===== src/rtl/cas_defines.svh =====
/*
  constants for the comparator alert status bank: register offsets,
  field widths, reset values and scan codes.
  assumes it is included by bare name from rtl/ sources.
*/
// What this block does
// - cell undervoltage flag per enabled cell
// - cell undervoltage flag clears when resolved
// - aux cold flag per enabled input
// - aux cold flag clears when resolved
// - aux hot flag per enabled input
// - aux hot flag clears when resolved
// - balance switch fault flags from diagnostic scans
// - balance fault clears when resolved
// - alert registers read only, writes ignored
// - writing one starts software reset
// - software reset bit always reads zero
`ifndef CAS_DEFINES_SVH
`define CAS_DEFINES_SVH

`define CAS_ADDR_W        8
`define CAS_DATA_W        16
`define CAS_CELLS         14
`define CAS_AUX           6
`define CAS_OFS_CELL_UV   8'h0f
`define CAS_OFS_AUX_COLD  8'h10
`define CAS_OFS_AUX_HOT   8'h11
`define CAS_OFS_BAL_SW    8'h12
`define CAS_OFS_SW_RESET  8'h13
`define CAS_OFS_IRQ_STAT  8'h20
`define CAS_OFS_IRQ_MASK  8'h21
`define CAS_OFS_ENABLES   8'h22
`define CAS_OFS_AUX_EN    8'h23
`define CAS_OFS_TOP_CELL  8'h24
`define CAS_SW_RESET_BIT  0
`define CAS_SCAN_BAL_LO   3'h4
`define CAS_IRQ_W         4
`define CAS_IRQ_CELL_UV   0
`define CAS_IRQ_AUX_COLD  1
`define CAS_IRQ_AUX_HOT   2
`define CAS_IRQ_BAL_SW    3
`define CAS_RST_CELL      14'h0000
`define CAS_RST_AUX       6'h00
`define CAS_RST_IRQ       4'h0
`define CAS_RST_CELL_EN   14'h3fff
`define CAS_RST_AUX_EN    6'h3f
`define CAS_RST_TOP_CELL  4'hd
`define CAS_TOP_W         4

`endif


===== src/rtl/cas_pkg.sv =====
/*
  types for the comparator alert status bank.
  assumes cas_defines.svh is on the include path.
*/
`default_nettype none
`include "cas_defines.svh"
package cas_pkg;
  typedef logic [`CAS_CELLS-1:0]  cas_cell_t;
  typedef logic [`CAS_AUX-1:0]    cas_aux_t;
  typedef logic [`CAS_DATA_W-1:0] cas_word_t;
endpackage
`default_nettype wire


===== src/rtl/cas_alert_regs.sv =====
/*
  comparator and balance-switch alert status registers, software reset
  request, interrupt status and mask.
  assumes a synchronous register port, acquisition results presented with
  a one-cycle done strobe, and that the chip reset tree takes sw_reset_out.
*/
`timescale 1ns/1ps
`default_nettype none
`include "cas_defines.svh"
module cas_alert_regs (
  input  wire logic                      clk,
  input  wire logic                      srst,
  input  wire logic [`CAS_ADDR_W-1:0]    reg_addr,
  input  wire logic [`CAS_DATA_W-1:0]    reg_wdata,
  input  wire logic                      reg_wr,
  input  wire logic                      reg_rd,
  output logic      [`CAS_DATA_W-1:0]    reg_rdata,
  input  wire logic                      comp_done,
  input  wire cas_pkg::cas_cell_t        comp_cell_below,
  input  wire cas_pkg::cas_aux_t         comp_aux_above,
  input  wire cas_pkg::cas_aux_t         comp_aux_below,
  input  wire logic                      adc_done,
  input  wire logic [2:0]                scan_configuration,
  input  wire cas_pkg::cas_cell_t        bal_sw_fail,
  output logic                           irq,
  output logic                           sw_reset_out
);

  cas_pkg::cas_cell_t cell_uv_comp_flags;
  cas_pkg::cas_aux_t  aux_cold_comp_flags;
  cas_pkg::cas_aux_t  aux_hot_comp_flags;
  cas_pkg::cas_cell_t balance_switch_fault_flags;
  cas_pkg::cas_cell_t cell_undervoltage_alert_enable;
  cas_pkg::cas_aux_t  aux_cold_alert_enable;
  cas_pkg::cas_aux_t  aux_hot_alert_enable;
  logic [`CAS_TOP_W-1:0] top_cell_positions;
  logic [`CAS_IRQ_W-1:0] irq_status;
  logic [`CAS_IRQ_W-1:0] irq_mask;
  logic                  software_reset_pulse;

  // decode of a register offset, used by both read and write paths
  function automatic logic hit(input logic [`CAS_ADDR_W-1:0] a,
                               input logic [`CAS_ADDR_W-1:0] ofs);
    hit = (a == ofs);
  endfunction

  // cells above the configured top cell are masked out of the balance switch fault flags
  cas_pkg::cas_cell_t top_mask;
  genvar gi;
  generate
    for (gi = 0; gi < `CAS_CELLS; gi = gi + 1)
    begin : g_top
      assign top_mask[gi] = (gi <= top_cell_positions);
    end
  endgenerate

  // next flag values: each comparator acquisition, and each diagnostic scan for the switch flags, re-evaluates, so resolved faults clear
  wire bal_scan = scan_configuration >= `CAS_SCAN_BAL_LO;
  wire bal_done = adc_done & bal_scan;
  cas_pkg::cas_cell_t next_cell_uv;
  cas_pkg::cas_aux_t  next_aux_cold;
  cas_pkg::cas_aux_t  next_aux_hot;
  cas_pkg::cas_cell_t next_bal_sw;
  assign next_cell_uv  = comp_done ? (comp_cell_below & cell_undervoltage_alert_enable)
                                   : cell_uv_comp_flags;
  assign next_aux_cold = comp_done ? (comp_aux_above & aux_cold_alert_enable)
                                   : aux_cold_comp_flags;
  assign next_aux_hot  = comp_done ? (comp_aux_below & aux_hot_alert_enable)
                                   : aux_hot_comp_flags;
  assign next_bal_sw   = bal_done ? (bal_sw_fail & top_mask)
                                  : (balance_switch_fault_flags & top_mask);

  // write decodes; alert registers have no write path at all
  wire wr_sw    = reg_wr & hit(reg_addr, `CAS_OFS_SW_RESET);
  wire wr_stat  = reg_wr & hit(reg_addr, `CAS_OFS_IRQ_STAT);
  wire wr_mask  = reg_wr & hit(reg_addr, `CAS_OFS_IRQ_MASK);
  wire wr_en    = reg_wr & hit(reg_addr, `CAS_OFS_ENABLES);
  wire wr_auxen = reg_wr & hit(reg_addr, `CAS_OFS_AUX_EN);
  wire wr_top   = reg_wr & hit(reg_addr, `CAS_OFS_TOP_CELL);
  wire sw_req   = wr_sw & reg_wdata[`CAS_SW_RESET_BIT];
  wire any_rst  = srst | software_reset_pulse;

  // events: a flag register gaining a new set bit
  logic [`CAS_IRQ_W-1:0] ev;
  assign ev[`CAS_IRQ_CELL_UV]  = |(next_cell_uv & ~cell_uv_comp_flags);
  assign ev[`CAS_IRQ_AUX_COLD] = |(next_aux_cold & ~aux_cold_comp_flags);
  assign ev[`CAS_IRQ_AUX_HOT]  = |(next_aux_hot & ~aux_hot_comp_flags);
  assign ev[`CAS_IRQ_BAL_SW]   = |(next_bal_sw & ~balance_switch_fault_flags);
  wire [`CAS_IRQ_W-1:0] next_irq_status =
    (irq_status & ~(wr_stat ? reg_wdata[`CAS_IRQ_W-1:0] : `CAS_RST_IRQ)) | ev;

  // read mux, unused bits and unmapped offsets read zero
  cas_pkg::cas_word_t rd_mux;
  assign rd_mux =
    hit(reg_addr, `CAS_OFS_CELL_UV)  ? {2'h0, cell_uv_comp_flags} :
    hit(reg_addr, `CAS_OFS_AUX_COLD) ? {10'h000, aux_cold_comp_flags} :
    hit(reg_addr, `CAS_OFS_AUX_HOT)  ? {10'h000, aux_hot_comp_flags} :
    hit(reg_addr, `CAS_OFS_BAL_SW)   ? {2'h0, balance_switch_fault_flags} :
    hit(reg_addr, `CAS_OFS_IRQ_STAT) ? {12'h000, irq_status} :
    hit(reg_addr, `CAS_OFS_IRQ_MASK) ? {12'h000, irq_mask} :
    hit(reg_addr, `CAS_OFS_ENABLES)  ? {2'h0, cell_undervoltage_alert_enable} :
    hit(reg_addr, `CAS_OFS_AUX_EN)   ? {4'h0, aux_hot_alert_enable, aux_cold_alert_enable} :
    hit(reg_addr, `CAS_OFS_TOP_CELL) ? {12'h000, top_cell_positions} :
    16'h0000;

  // software reset pulse, one cycle, ends itself
  always_ff @(posedge clk)
  begin
    if (srst)
      software_reset_pulse <= 1'b0;
    else
      software_reset_pulse <= sw_req & ~software_reset_pulse;
  end

  // alert flags and interrupt status
  always_ff @(posedge clk)
  begin
    if (any_rst)
    begin
      cell_uv_comp_flags         <= `CAS_RST_CELL;
      aux_cold_comp_flags        <= `CAS_RST_AUX;
      aux_hot_comp_flags         <= `CAS_RST_AUX;
      balance_switch_fault_flags <= `CAS_RST_CELL;
      irq_status                 <= `CAS_RST_IRQ;
    end
    else
    begin
      cell_uv_comp_flags         <= next_cell_uv;
      aux_cold_comp_flags        <= next_aux_cold;
      aux_hot_comp_flags         <= next_aux_hot;
      balance_switch_fault_flags <= next_bal_sw;
      irq_status                 <= next_irq_status;
    end
  end

  // software-written configuration
  always_ff @(posedge clk)
  begin
    if (any_rst)
    begin
      irq_mask                       <= `CAS_RST_IRQ;
      cell_undervoltage_alert_enable <= `CAS_RST_CELL_EN;
      aux_cold_alert_enable          <= `CAS_RST_AUX_EN;
      aux_hot_alert_enable           <= `CAS_RST_AUX_EN;
      top_cell_positions             <= `CAS_RST_TOP_CELL;
    end
    else
    begin
      if (wr_mask)
        irq_mask <= reg_wdata[`CAS_IRQ_W-1:0];
      if (wr_en)
        cell_undervoltage_alert_enable <= reg_wdata[`CAS_CELLS-1:0];
      if (wr_auxen)
        {aux_hot_alert_enable, aux_cold_alert_enable} <= reg_wdata[2*`CAS_AUX-1:0];
      if (wr_top)
        top_cell_positions <= reg_wdata[`CAS_TOP_W-1:0];
    end
  end

  // registered outputs
  always_ff @(posedge clk)
  begin
    if (srst)
    begin
      reg_rdata    <= 16'h0000;
      irq          <= 1'b0;
      sw_reset_out <= 1'b0;
    end
    else
    begin
      reg_rdata    <= reg_rd ? rd_mux : 16'h0000;
      irq          <= |(next_irq_status & irq_mask) & ~software_reset_pulse;
      sw_reset_out <= sw_req & ~software_reset_pulse;
    end
  end

endmodule
`default_nettype wire


===== config.mk =====
export PLATFORM = sky130hd
export DESIGN_NAME = cas_alert_regs
export DESIGN_NICKNAME = d
export VERILOG_FILES = /design/src/rtl/cas_pkg.sv /design/src/rtl/cas_alert_regs.sv
export VERILOG_INCLUDE_DIRS = /design/src /design/src/rtl
export SDC_FILE = /design/constraint.sdc
export NUM_CORES = 1
export LEC_CHECK = 0
export BUFFER_PORTS_ARGS = -buffer_cell sky130_fd_sc_hd__buf_4
export CELL_PAD_IN_SITES_DETAIL_PLACEMENT = 1
export CELL_PAD_IN_SITES_GLOBAL_PLACEMENT = 1
export CORE_ASPECT_RATIO = 0.7
export CORE_MARGIN = 2
export CORE_UTILIZATION = 34
export CTS_BUF_LIST = sky130_fd_sc_hd__clkbuf_2
export DETAILED_ROUTE_END_ITERATION = 8
export PLACE_DENSITY = 0.71
export SLEW_MARGIN = 20
export SYNTH_ARGS = -nofsm -noshare
export SYNTH_HDL_FRONTEND = slang
export SYNTH_SLANG_ARGS = --single-unit

===== constraint.sdc =====
create_clock -name clk -period 1.8 [get_ports clk]
set_clock_uncertainty 0.1 [all_clocks]
set_input_delay 0.09 -clock clk [delete_from_list [all_inputs] [get_ports clk]]
set_output_delay 0.09 -clock clk [all_outputs]
set_load 0.01 [all_outputs]

* Word level (Yosys, flattened, before mapping)
Index checks and enable logic that the tools add are counted.
** Word-level totals
- Memories kept :: 0
- Latch bits :: 0
- ROM bits :: 0
- Output and inout port bits :: 18
- Flip-flop bits (word level) :: 96
- RAM bits :: 0
** Operators by class
- Multiplexer cells :: 14
- $mul :: 0
- Equality and inequality tests :: 10
- Reduce and logical (&&, ||, !) cells :: 7
- Divide/modulo/power cells :: 0
- Bitwise operators :: 30
- Add/subtract/negate cells :: 0
- Magnitude comparators :: 14
- Shift operators :: 0
** Operators by type and width (number)
- 14-bit 2-to-1 mux :: 9
- 14-bit AND :: 5
- 8-bit by 6-bit equality test with 1-bit output (second input constant) :: 5
- 8-bit by 5-bit equality test with 1-bit output (second input constant) :: 4
- 14-bit NOT :: 2
- 14-bit OR reduction :: 2
- 6-bit AND :: 4
- 4-bit <= comparator (first input constant) :: 6
- 3-bit by 4-bit <= comparator with 1-bit output (first input constant) :: 4
- 12-bit 2-to-1 mux :: 1
- 6-bit 2-to-1 mux :: 2
- 6-bit NOT :: 2
- 6-bit OR reduction :: 2
- 1-bit AND :: 10
- 10-bit OR reduction :: 1
- 4-bit AND :: 2
- 8-bit by 4-bit equality test with 1-bit output (second input constant) :: 1
- 2-bit by 4-bit <= comparator with 1-bit output (first input constant) :: 2
- 4-bit 2-to-1 mux :: 2
- 1-bit by 4-bit <= comparator with 1-bit output (first input constant) :: 1
- 4-bit NOT :: 1
- 4-bit OR :: 1
- 4-bit OR reduction :: 1
- 3-bit greater-or-equal comparator (second input constant) :: 1
- other kinds (3) :: 4

* Longest topological paths before layout
Gate-level depths: netlist of the first run.
- Depth after elaboration :: 10
- Mapped depth :: 8
- Mapped depth without buffers :: 6

* Worst setup path after synthesis of the first run
Ideal clock, no wire load.
- Path kind :: in2reg
- Start point :: input reg_addr[7]
- End point :: register reg_rdata[0]
- Data arrival time :: 1.574 ns
- Stages on the path :: 5
- Buffers on the path :: 1
- Setup time :: 0.070 ns
- Data required time :: 1.630 ns
- Path slack :: 0.056 ns
- Cells stage by stage :: or4b_1 -> clkbuf_2 -> or4_1 -> a32o_1 -> a21oi_1
** Between the ends
- Word-level cells in the longest chain between the ends :: 10
- Elaborated cells between the ends (all ways) :: 18
** Ends and longest elaborated chain
- start, declared :: line cas_alert_regs.sv:13 : input wire logic [`CAS_ADDR_W-1:0] reg_addr,
- 8-bit by 6-bit equality test with 1-bit output :: line cas_alert_regs.sv:44 : hit = (a == ofs);
- 4-bit 2-to-1 mux :: line cas_alert_regs.sv:103 : hit(reg_addr, `CAS_OFS_TOP_CELL) ? {12'h000, top_cell_positions} :
- 12-bit 2-to-1 mux :: line cas_alert_regs.sv:102 : hit(reg_addr, `CAS_OFS_AUX_EN) ? {4'h0, aux_hot_alert_enable, aux_cold_alert_enable} :
- 14-bit 2-to-1 mux :: line cas_alert_regs.sv:101 : hit(reg_addr, `CAS_OFS_ENABLES) ? {2'h0, cell_undervoltage_alert_enable} :
- 14-bit 2-to-1 mux :: line cas_alert_regs.sv:100 : hit(reg_addr, `CAS_OFS_IRQ_MASK) ? {12'h000, irq_mask} :
- 14-bit 2-to-1 mux :: line cas_alert_regs.sv:99 : hit(reg_addr, `CAS_OFS_IRQ_STAT) ? {12'h000, irq_status} :
- 14-bit 2-to-1 mux :: line cas_alert_regs.sv:98 : hit(reg_addr, `CAS_OFS_BAL_SW) ? {2'h0, balance_switch_fault_flags} :
- 14-bit 2-to-1 mux :: line cas_alert_regs.sv:97 : hit(reg_addr, `CAS_OFS_AUX_HOT) ? {10'h000, aux_hot_comp_flags} :
- 14-bit 2-to-1 mux :: line cas_alert_regs.sv:96 : hit(reg_addr, `CAS_OFS_AUX_COLD) ? {10'h000, aux_cold_comp_flags} :
- 14-bit 2-to-1 mux * :: line cas_alert_regs.sv:95 : hit(reg_addr, `CAS_OFS_CELL_UV) ? {2'h0, cell_uv_comp_flags} :
- end signal, assigned :: line cas_alert_regs.sv:171 : reg_rdata <= reg_rd ? rd_mux : 16'h0000;
- end, declared :: line cas_alert_regs.sv:17 : output logic [`CAS_DATA_W-1:0] reg_rdata,
Mark *: on every way between the ends. The rest lies on a longest branch, timed or not.
A chain may end at the register's enable or synchronous reset.

* Final worst setup path of the first run
- Start point :: register aux_cold_alert_enable[0]
- End point :: register reg_rdata[0]
** Between the ends
- Word-level cells in the longest chain between the ends :: 8
** Ends and longest elaborated chain
- start, declared :: line cas_alert_regs.sv:34 : cas_pkg::cas_aux_t aux_cold_alert_enable;
- start signal, assigned :: line cas_alert_regs.sv:143 : aux_cold_alert_enable <= `CAS_RST_AUX_EN;
- start signal, assigned :: line cas_alert_regs.sv:154 : {aux_hot_alert_enable, aux_cold_alert_enable} <= reg_wdata[2*`CAS_AUX-1:0];
- 12-bit 2-to-1 mux :: line cas_alert_regs.sv:102
- 14-bit 2-to-1 mux :: line cas_alert_regs.sv:101
- 14-bit 2-to-1 mux :: line cas_alert_regs.sv:100
- 14-bit 2-to-1 mux :: line cas_alert_regs.sv:99
- 14-bit 2-to-1 mux :: line cas_alert_regs.sv:98
- 14-bit 2-to-1 mux :: line cas_alert_regs.sv:97
- 14-bit 2-to-1 mux :: line cas_alert_regs.sv:96
- 14-bit 2-to-1 mux :: line cas_alert_regs.sv:95
Every way passes these cells.

==> impl_results.md, run 1 <==
- XOR/XNOR share of the synthesized area: 0%
- Async set-or-reset flop fraction in the synthesized netlist: 0%
- Worst Path Max Fanout: 2
- First drt pass iteration count: 8
- Overall Power: 4262 uW
- Required @ worst endpoint: 2.23 ns
- Avg WL per Cell: 20.45 microns
- Post-DRT Antenna Nets: 0
- Mux contribution to synthesized area: 6.163%
- Tmin final: 1.750 ns
- Area leader, netlist: dfxtp_1
- Critical Path Start Type: flop
- Failing checks: hold timing
- Starting DRT DRC Count: 320
- Worst slew pin tran: 0.5920 ns
- Critical Path End Type: flop
- Cell area power density: 599.6 nW/um^2
- CTS tree: built
- Buffers on Ports: 84
- Total congestion overflow: 0
- Syn avg cell area: 7.921 sq um
- Root buffer cell: clkbuf_2
- Crit path launch: aux_cold_alert_enable[0]
- Area Growth Syn to Fin: 57.72%
- R2r setup slk: 0.05 ns
- Vias: 5333
- GP Congestion: 0.9386
- Setup Buffers After CTS: 0
- Cells along the critical path: nand2b_4, a22o_1, a32oi_1, or4_1, a32o_2, a21oi_2
- Reg clk slew, reported paths: 0.29 ns
- Clock sinks: 94
- Hold Vio Cnt, Final: 1
- Crit Path Category: flop to flop
- Cell family with most CP delay: simple AND/OR/NAND/NOR gates
- Simple-gate share of the synthesized area: 31.57%
- Vias in the first global route: 5573
- NumNets Final: 883
- Residual DRC count: 0
- Status: finished, violations left
- Die area: 14210 sq um
- #FFs+latches synth: 94
- Max Cap Viol: 0
- Final period util: 97.22%
- Rows: 35
- Worst path max stage delay: 0.48 ns
- CORE AREA: 13050 sq um
- Hold/Removal Path Class: input port to flop
- Initial Util: 34.53%
- Worst Setup EP: reg_rdata[0]
- Post-synthesis compound-gate area fraction: 16.44%
- Commonest cells post-synth: nand2_1, dfxtp_1, nand3_1
- Register Area: 1892 sq um
- Die Wd: 141.6 microns
- Warnings, synthesis: 0
- Slew Limit Fails: 0
- Longest Clk Path Bufs: 2
- Synth Area in Adders: 0%
- Final wirelength: 20060 microns
- Stages on the worst setup path: 6
- Layout cell share with drive strength beyond 1: 26.50%
- R2R Path Start: aux_cold_alert_enable[0]
- Synth area leaders: dfxtp_1, nand2_1, nand3_1
- Inserted Clock Buffers: 9
- Initial antenna violation count: 0
- Largest net degree at the start of global routing: 59
- Most common cell in the netlist: nand2_1
- Io pins: 91
- Fmax: 571.5 MHz
- Final Setup Violations: 0
- Post-synth cell types: 53
- Buffers & Inverters on Critical Path: 0
- R2R depth: 6
- Synth top area share: 41.75%
- Relative slew slack: 60.53%
- Final hold slack: -0.004440 ns
- H-tree depth: 3
- Hold_buf cts: 104
- Post-synth EDFFs: 0
- Ys flop type: dfxtp_1
- Slowest library cell on the worst path: or4_1
- Footprint of the multi-input gates: 2555 sq um
- Placed instance area: 5804 sq um
- Antenna cells: 0
- Worst skew pair latency: 0.60 ns
- Reg2Reg Capture Point: reg_rdata[0]
- First-pass GRT wire length: 30910 microns
- RSZ-0062 raised after global routing: true
- DIE HEIGHT: 100.3 microns
- Worst Path Arrival: 2.18 ns
- Fill cells: 1568
- Main combinational cell family by area after synthesis: simple AND/OR/NAND/NOR gates
- Sequential share of the synthesized area: 41.75%
- Final Cell Area: 7108 sq um
- Synth Instances: 569
- GRT Overall Usage: 28.66%
- Mapped Area: 4507 sq um
- DP HPWL: 13850 microns
- Via density: 5.436
- LEAKAGE: 0.003029 uW
- Peak VDD IR: 0.3671 mV
metal layers:
layer	GRT usage [%]	wire (microns)
met1	39.79	9523
met2	46.15	9096
met3	5.534	1157
met4	7.077	285
met5	0	0
sequential cells by signal, summed over array words and instances, names as in the netlist:
name / cells
aux_hot_alert_enable: 6
aux_cold_alert_enable: 6
irq_mask: 4
aux_cold_comp_flags: 6
top_cell_positions: 4
balance_switch_fault_flags: 14
sw_reset_out: 1
cell_uv_comp_flags: 14
cell_undervoltage_alert_enable: 14
irq_status: 4
irq: 1
aux_hot_comp_flags: 6
reg_rdata: 14
cell type report:
| type | count | area share (%) |
|---|---|---|
| clock buffer | 9 | 0.6337 |
| clock inverter | 7 | 1.461 |
| inverter | 6 | 0.3168 |
| multi-input combinational | 433 | 35.94 |
| sequential | 94 | 26.61 |
| tap | 166 | 2.922 |
| timing repair buffer | 266 | 32.11 |
cell usage in the layout, fill, tap and decap left out, types with 9 or more instances in the layout:
master / synthesis / layout
mux2i_1: 21 / 21
nand2b_1: 33 / 32
dfxtp_1: 94 / 88
dlygate4sd3_1: 0 / 104
clkbuf_2: 1 / 9
nor3_1: 23 / 19
nand2_1: 105 / 104
nand3_1: 59 / 59
buf_4: 3 / 160
o21ai_0: 13 / 12
nor2_1: 19 / 17
a21oi_1: 53 / 50
o22ai_1: 13 / 13
a22oi_1: 18 / 18
metrics by stage:
stage / util, % / setup WS [ns] / cells / setup TNS [ns]
floorplan: - / 0.05638 / 570 / 0
global placement: 44.48 / -0.1209 / 861 / -1.607
detailed placement: 44.48 / -0.2055 / 861 / -4.057
CTS: 53.73 / 0.01089 / 981 / 0
global route: 54.47 / -0.01770 / 981 / -0.01770
finish: 54.47 / 0.05011 / 981 / 0
how the worst min path moves through the flow:
stage,startpoint,end,depth (start not counted)
after floorplan,reg_wdata[4],aux_cold_alert_enable[4],2
after global placement,reg_wdata[6],aux_hot_alert_enable[0],3
after detailed placement,reg_wdata[8],aux_hot_alert_enable[2],3
after CTS,reg_addr[5],reg_rdata[2],7
after global routing,reg_addr[4],reg_rdata[0],5
final,reg_addr[4],reg_rdata[0],5
tightest hold or removal path, delay by kind of cell:
family | cells | cell delay [ns]
compound gates | 2 | 0.22
buf+inv | 1 | 0.08
simple gates | 2 | 0.26
cells by family (layout without fill, tap and decap cells):
logic type | after synthesis | in the layout
other cells | 1 | 2
compound gates | 119 | 119
buf+inv | 43 | 288
flops | 94 | 94
mux | 27 | 27
simple gates | 285 | 285
where the power goes:
group	internal [uW]	switching (uW)
logic	410	341
clock network	478	830
registers	2150	57.3
total	3030	1230
what timing repair did:
| item | in CTS | in global routing |
|---|---|---|
| pin swaps | 0 | 4 |
| resized for setup | 4 | 25 |
| setup endpoints to repair | 2 | 7 |
| hold endpoints to repair | 93 | 1 |
(Power assumes the default switching activity.)
==> run 2, diff against run 1 <==
--- a/config.mk
+++ b/config.mk
@@ -14,7 +14,7 @@
 export CORE_UTILIZATION = 34
 export CTS_BUF_LIST = sky130_fd_sc_hd__clkbuf_2
 export DETAILED_ROUTE_END_ITERATION = 8
-export PLACE_DENSITY = 0.71
+export PLACE_DENSITY_LB_ADDON = 0.2
 export SLEW_MARGIN = 20
 export SYNTH_ARGS = -nofsm -noshare
 export SYNTH_HDL_FRONTEND = slang
==> run 2 against run 1 <==
First-iteration DRC count rose by 16%. Critical endpoint unchanged. Final cell count fell by 0.10%. The run ends with setup timing left. Global-route usage fell by 0.24 points. Die area did not move. Highest routed layer unchanged.
==> impl_results.md, run 2 (synthesis results as in run 1) <==
- Status: finished, violations left
- Failing checks: setup timing
- R2r setup slk: 0.01 ns (-0.04 ns)
- Vias: 5275 (-1.1%)
- Die area: 14210 sq um (unchanged)
- Reg2Reg Capture Point: irq
- Die Wd: 141.6 microns (unchanged)
- Cell family with most CP delay: simple AND/OR/NAND/NOR gates
- Slowest library cell on the worst path: dlygate4sd3_1
- Worst path max stage delay: 0.60 ns (+0.12 ns)
- First drt pass iteration count: 5 (-3)
- Hold Vio Cnt, Final: 0 (-1)
- Buffers & Inverters on Critical Path: 2 (+2)
- Final wirelength: 19820 microns (-1.2%)
- LEAKAGE: 0.003005 uW (-0.82%)
- Crit Path Category: input port to flop
- Residual DRC count: 0 (unchanged)
- Relative slew slack: 64.36% (+3.8 points)
- Post-DRT Antenna Nets: 0 (unchanged)
- Initial antenna violation count: 0 (unchanged)
- Buffers on Ports: 84 (unchanged)
- Peak VDD IR: 0.3786 mV (+3.1%)
- GP Congestion: 0.9302 (-0.89%)
- Most frequent cells in the layout: buf_4, nand2_1, dlygate4sd3_1, dfxtp_1, nand3_1
- Slew Limit Fails: 0 (unchanged)
- Total congestion overflow: 0 (unchanged)
- Area Growth Syn to Fin: 55.39%
- Global route hottest layer: met2
- DIE HEIGHT: 100.3 microns (unchanged)
- CORE AREA: 13050 sq um (unchanged)
- GRT met1 Usage: 41.17% (+1.4 points)
- Stages on the worst setup path: 6 (unchanged)
- Placed Cells: 864 (+0.35%)
- Most common cell after layout, fill and taps aside: buf_4
- First-pass GRT wire length: 30900 microns (about the same)
- Met3 usage: 5.391% (-0.14 points)
- R2R Path Start: top_cell_positions[2]
- DP HPWL: 14080 microns (+1.7%)
- Setup WS pre-CTS: -0.1264 ns (+0.07908 ns)
- Via density: 5.383 (-0.99%)
- Cells along the critical path: buf_4, or4b_4, dlygate4sd3_1, or4_1, a32o_1, a21oi_1
- Layout Cells excl Fill: 980 (-0.10%)
- Worst Path Max Fanout: 4 (+2)
- Worst Path Arrival: 2.29 ns (+0.11 ns)
- Clock sinks: 94 (unchanged)
- NumNets Final: 882 (-0.11%)
- Final Cell Area: 7003 sq um (-1.5%)
- Root buffer cell: clkbuf_2
- Hold depth: 6 (+1)
- Reg clk slew, reported paths: 0.26 ns (-0.03 ns)
- Placed instance area: 5827 sq um (+0.39%)
- Vias in the first global route: 5585 (+0.22%)
- GRT Overall Usage: 28.42% (-0.24 points)
- Required @ worst endpoint: 2.24 ns (about the same)
- Worst Hold End: reg_rdata[3]
- R2R depth: 7 (+1)
- Cell area power density: 581.3 nW/um^2 (-3.1%)
- Inserted Clock Buffers: 9 (unchanged)
- Global-route track usage on met2: 43.76% (-2.4 points)
- Critical Path End Type: flop
- Final Setup Violations: 1 (+1)
- Longest Clk Path Bufs: 2 (unchanged)
- Final period util: 102.8% (+5.6 points)
- CTS tree: built
- Avg WL per Cell: 20.22 microns (-1.1%)
- Largest net degree at the start of global routing: 41 (-31%)
- Hold/Removal Path Class: input port to flop
- Final worst slack: -0.05070 ns (-0.1008 ns)
- Io pins: 91 (unchanged)
- HP Start: reg_addr[4]
- Layout cell share with drive strength beyond 1: 25.43% (-1.1 points)
- Starting DRT DRC Count: 371 (+16%)
- Rows: 35 (unchanged)
- H-tree depth: 3 (unchanged)
- Antenna cells: 0 (unchanged)
- Worst skew pair latency: 0.59 ns (about the same)
- Initial Util: 34.53% (unchanged)
- Critical Path Start Type: input port
- Worst slew pin tran: 0.5346 ns (-0.05736 ns)
- RSZ-0062 raised after global routing: true
- Tmin final: 1.851 ns (+0.1008 ns)
- Max Cap Viol: 0 (unchanged)
- Fmax: 540.3 MHz (-5.4%)
## run 2: cell count changes in the layout (fill, tap and decap cells not counted), moves of 2 or more
cell | previous run | this run
a21oi_1 | 50 | 52
a21oi_2 | 3 | 1
buf_4 | 160 | 163
clkinv_2 | 0 | 2
clkinvlp_4 | 2 | 0
dfxtp_1 | 88 | 90
dfxtp_2 | 5 | 3
dlygate4sd3_1 | 104 | 100
nor2_4 | 2 | 0
## run 2: power breakdown
part,internal [uW],switching [uW],total [uW]
Sequential,2150,56.4,2200
Clock,331,799,1130
Combinational,407,332,739
Total,2880,1190,4070
## run 2: final cells by class
class | instances | area (sq um)
Timing Repair Buffer | 265 | 2265
Fill cell | 1571 | 6047
Tap cell | 166 | 207.7
Multi-Input combinational cell | 433 | 2501
Inverter | 6 | 22.52
Clock buffer | 9 | 45.04
Clock inverter | 7 | 72.57
Sequential cell | 94 | 1889
## run 2: worst max-delay path by stage
| stage | slack, ns | to | start |
|---|---|---|---|
| after floorplan | 0.06 | reg_rdata[0] | reg_addr[7] |
| after global placement | -0.1 | reg_rdata[0] | reg_addr[7] |
| after detailed placement | -0.13 | cell_undervoltage_alert_enable[13] | reg_addr[7] |
| after CTS | 0.01 | irq | top_cell_positions[1] |
| after global routing | -0.05 | irq | top_cell_positions[0] |
| final | -0.05 | reg_rdata[0] | reg_addr[7] |
## run 2: routing by layer
metal	vias up	wire length, microns	part of all wire (%)
li1	2513	-	-
met1	2576	9878	50
met2	160	8582	43
met3	26	1049	5.3
met4	0	310	1.6
met5	-	0	0
## run 2: repair_timing
action | 4_1_cts | 5_1_grt
buffers inserted | 0 | 0
setup endpoints to repair | 2 | 8
resized for setup | 6 | 10
hold buffers | 98 | 3
cloned | 0 | 0
endpoints found under the hold margin | 94 | 2
## run 2: per-stage QoR
| stage | TNS (ns) | total power, uW | utilization, % | hold slack (ns) |
|---|---|---|---|---|
| floorplan | 0 | 2470 | - | 0.1142 |
| global placement | -0.8979 | 2759 | 44.65 | 0.2149 |
| detailed placement | -2.070 | 2780 | 44.65 | 0.2227 |
| CTS | 0 | 4059 | 53.19 | 0.002257 |
| global route | -0.06379 | 4235 | 53.66 | 0.02391 |
| finish | -0.05070 | 4071 | 53.66 | 0.03390 |
## run 2: worst min-delay path, delay by kind of cell
kind                   cells  cell delay (ns)
AO/OA/AOI/OAI              3             0.25
buffers and inverters      2             0.22
AND/OR/NAND/NOR            1             0.14
==> run 3, diff against run 2 <==
--- a/config.mk
+++ b/config.mk
@@ -11,7 +11,7 @@
 export CELL_PAD_IN_SITES_GLOBAL_PLACEMENT = 1
 export CORE_ASPECT_RATIO = 0.7
 export CORE_MARGIN = 2
-export CORE_UTILIZATION = 34
+export CORE_UTILIZATION = 38
 export CTS_BUF_LIST = sky130_fd_sc_hd__clkbuf_2
 export DETAILED_ROUTE_END_ITERATION = 8
 export PLACE_DENSITY_LB_ADDON = 0.2
==> run 3 against run 2 <==
The run still ends with setup timing left. Via count is 2.5% higher. Critical path depth is 3 higher. Combinational power is 0.5% lower. Routed wire length is 4.1% higher. Sequential power hardly changed. Die area is 10% lower. Global-route usage is 3.9 points higher. Worst hold slack worse by 0.017 ns. Total power is 0.94% lower. Non-clock buffer count is 19 lower. Final cell count is 2.9% lower.
==> impl_results.md, run 3 (synthesis results as in run 1) <==
- Status: finished, violations left
- Failing checks: setup timing
- Worst Path Arrival: 2.30 ns (about the same)
- Hold Vio Cnt, Final: 0 (unchanged)
- Internal: 2853 uW (-1.0%)
- Worst slew pin tran: 0.5716 ns (+0.03695 ns)
- Peak VDD IR: 0.3151 mV (-17%)
- Worst skew pair latency: 0.60 ns (about the same)
- Critical Path Start Type: input port
- LEAKAGE: 0.002948 uW (-1.9%)
- CORE AREA: 11640 sq um (-11%)
- Relative slew slack: 61.89% (-2.5 points)
- Initial antenna violation count: 1 (+1)
- Residual DRC count: 0 (unchanged)
- Switching Power: 1179 uW (-0.74%)
- Reg2Reg Capture Point: irq
- DP HPWL: 13680 microns (-2.9%)
- First drt pass iteration count: 5 (unchanged)
- Slew Limit Fails: 0 (unchanged)
- RSZ-0062 raised after global routing: true
- Fill cells: 1403 (-11%)
- Reg clk slew, reported paths: 0.25 ns (about the same)
- Area Growth Syn to Fin: 52.75%
- Vias in the first global route: 5638 (+0.95%)
- Overall Power: 4033 uW (-0.94%)
- Layout Cells excl Fill: 952 (-2.9%)
- Critical Path End Type: flop
- R2R Path Start: aux_cold_comp_flags[4]
- CTS tree: built
- Die area: 12760 sq um (-10%)
- Crit Path Category: input port to flop
- GRT Overall Usage: 32.34% (+3.9 points)
- Rows: 33 (-5.7%)
- R2r setup slk: -0.01 ns (-0.02 ns)
- Worst Path Max Fanout: 10 (+6)
- Die Wd: 134.2 microns (-5.3%)
- Placed Cells: 847 (-2.0%)
- Buffers on Ports: 84 (unchanged)
- HP Start: reg_addr[3]
- Clock network power share: 27.2% (-0.6 points)
- Largest net degree at the start of global routing: 41 (unchanged)
- Required @ worst endpoint: 2.19 ns (-0.05 ns)
- NumNets Final: 863 (-2.2%)
- Starting DRT DRC Count: 425 (+15%)
- Power share of the combinational group: 18.2% (about the same)
- Final worst slack: -0.1049 ns (-0.05420 ns)
- First-pass GRT wire length: 31080 microns (+0.58%)
- Longest Clk Path Bufs: 2 (unchanged)
- DIE HEIGHT: 95.12 microns (-5.2%)
- Share of power burned in registers: 54.6% (+0.5 points)
- Tmin final: 1.905 ns (+0.05420 ns)
- Final wirelength: 20640 microns (+4.1%)
- Final hold slack: 0.01703 ns (-0.01687 ns)
- Fmax: 525.0 MHz (-2.8%)
- Register Area: 1894 sq um (+0.27%)
- Root buffer cell: clkbuf_2
- Footprint of the multi-input gates: 2572 sq um (+2.9%)
- Worst Hold End: reg_rdata[1]
- GP Congestion: 0.9177 (-1.3%)
- Total congestion overflow: 0 (unchanged)
- Max Cap Viol: 0 (unchanged)
- Hold/Removal Path Class: input port to flop
- Io pins: 91 (unchanged)
- Hold depth: 5 (-1)
- Post-DRT Antenna Nets: 0 (unchanged)
- Avg WL per Cell: 21.68 microns (+7.2%)
- Layout cell share with drive strength beyond 1: 26.54% (+1.1 points)
- H-tree depth: 3 (unchanged)
- Final period util: 105.8% (+3.0 points)
- Most common cell after layout, fill and taps aside: buf_4
- Inserted Clock Buffers: 9 (unchanged)
- R2R depth: 5 (-2)
- Clock sinks: 94 (unchanged)
- Switching Share: 29.24% (+0.060 points)
- Antenna cells: 0 (unchanged)
- Cell area power density: 585.8 nW/um^2 (+0.77%)
- Via density: 5.680 (+5.5%)
- Vias: 5407 (+2.5%)
- Initial Util: 38.71% (+4.2 points)
- Most frequent cells in the layout: buf_4, nand2_1, dfxtp_1, dlygate4sd3_1, nand3_1
- Final Setup Violations: 1 (unchanged)
## run 3: critical path, cell delays in order
cell and delay (ns):
buf_4 0.15, dlygate4sd3_1 0.61, nor4_4 0.39, buf_4 0.19, and3_1 0.17, nand2_1 0.07
and3_1 0.21, nor4_2 0.28, o2bb2ai_1 0.13
## run 3: final cells by class
class                   count  share of cell area (%)
clock inverters             6                  0.8906
clock buffers              10                  0.7270
flip-flops and latches     94                   27.52
repair buffers            246                   30.32
inverters                   6                  0.3272
multi-input cells         433                   37.37
well taps                 157                   2.854
## run 3: stage by stage
step,area [sq um],util [%],setup WS (ns),setup TNS (ns)
detailed placement,5743,49.32,-0.1261,-1.835
global placement,5743,49.32,-0.09150,-1.436
CTS,6725,57.76,-0.005830,-0.005830
finish,6884,59.12,-0.1049,-0.1049
global route,6884,59.12,-0.1539,-0.2154
floorplan,4511,-,0.05638,0
## run 3: timing repair
item	CTS	global route
buffers inserted	0	3
resized for setup	7	28
hold buffers	86	1
hold endpoints to repair	90	33
endpoints found under the setup margin	2	8
pin swaps	0	9
## run 3: power groups by stage
stage | Clock, uW | Sequential [uW] | Combinational [uW]
after global routing | 1170 | 2210 | 781
after floorplan | 0 | 2220 | 254
final | 1100 | 2200 | 735
after global placement | 0 | 2230 | 524
after CTS | 1110 | 2200 | 690
after detailed placement | 0 | 2240 | 539
## run 3: worst max path at each step
stage / from / end / slack, ns / cells past startpoint
finish: reg_addr[1] / irq / -0.10 / 9
global route: reg_addr[1] / irq / -0.15 / 9
CTS: top_cell_positions[1] / irq / -0.006 / 7
detailed placement: reg_addr[4] / reg_rdata[4] / -0.13 / 9
global placement: reg_addr[7] / reg_rdata[0] / -0.09 / 10
floorplan: reg_addr[7] / reg_rdata[0] / 0.06 / 5
## run 3: per-layer routing
metal / vias to the layer above / wire [microns] / GRT usage (%) / part of all wire [%]
met5: - / 0 / 0 / 0
met2: 213 / 9665 / 53.36 / 47
li1: 2463 / - / - / -
met4: 0 / 431 / 10.26 / 2.1
met1: 2690 / 9144 / 42.74 / 44
met3: 41 / 1393 / 6.805 / 6.8
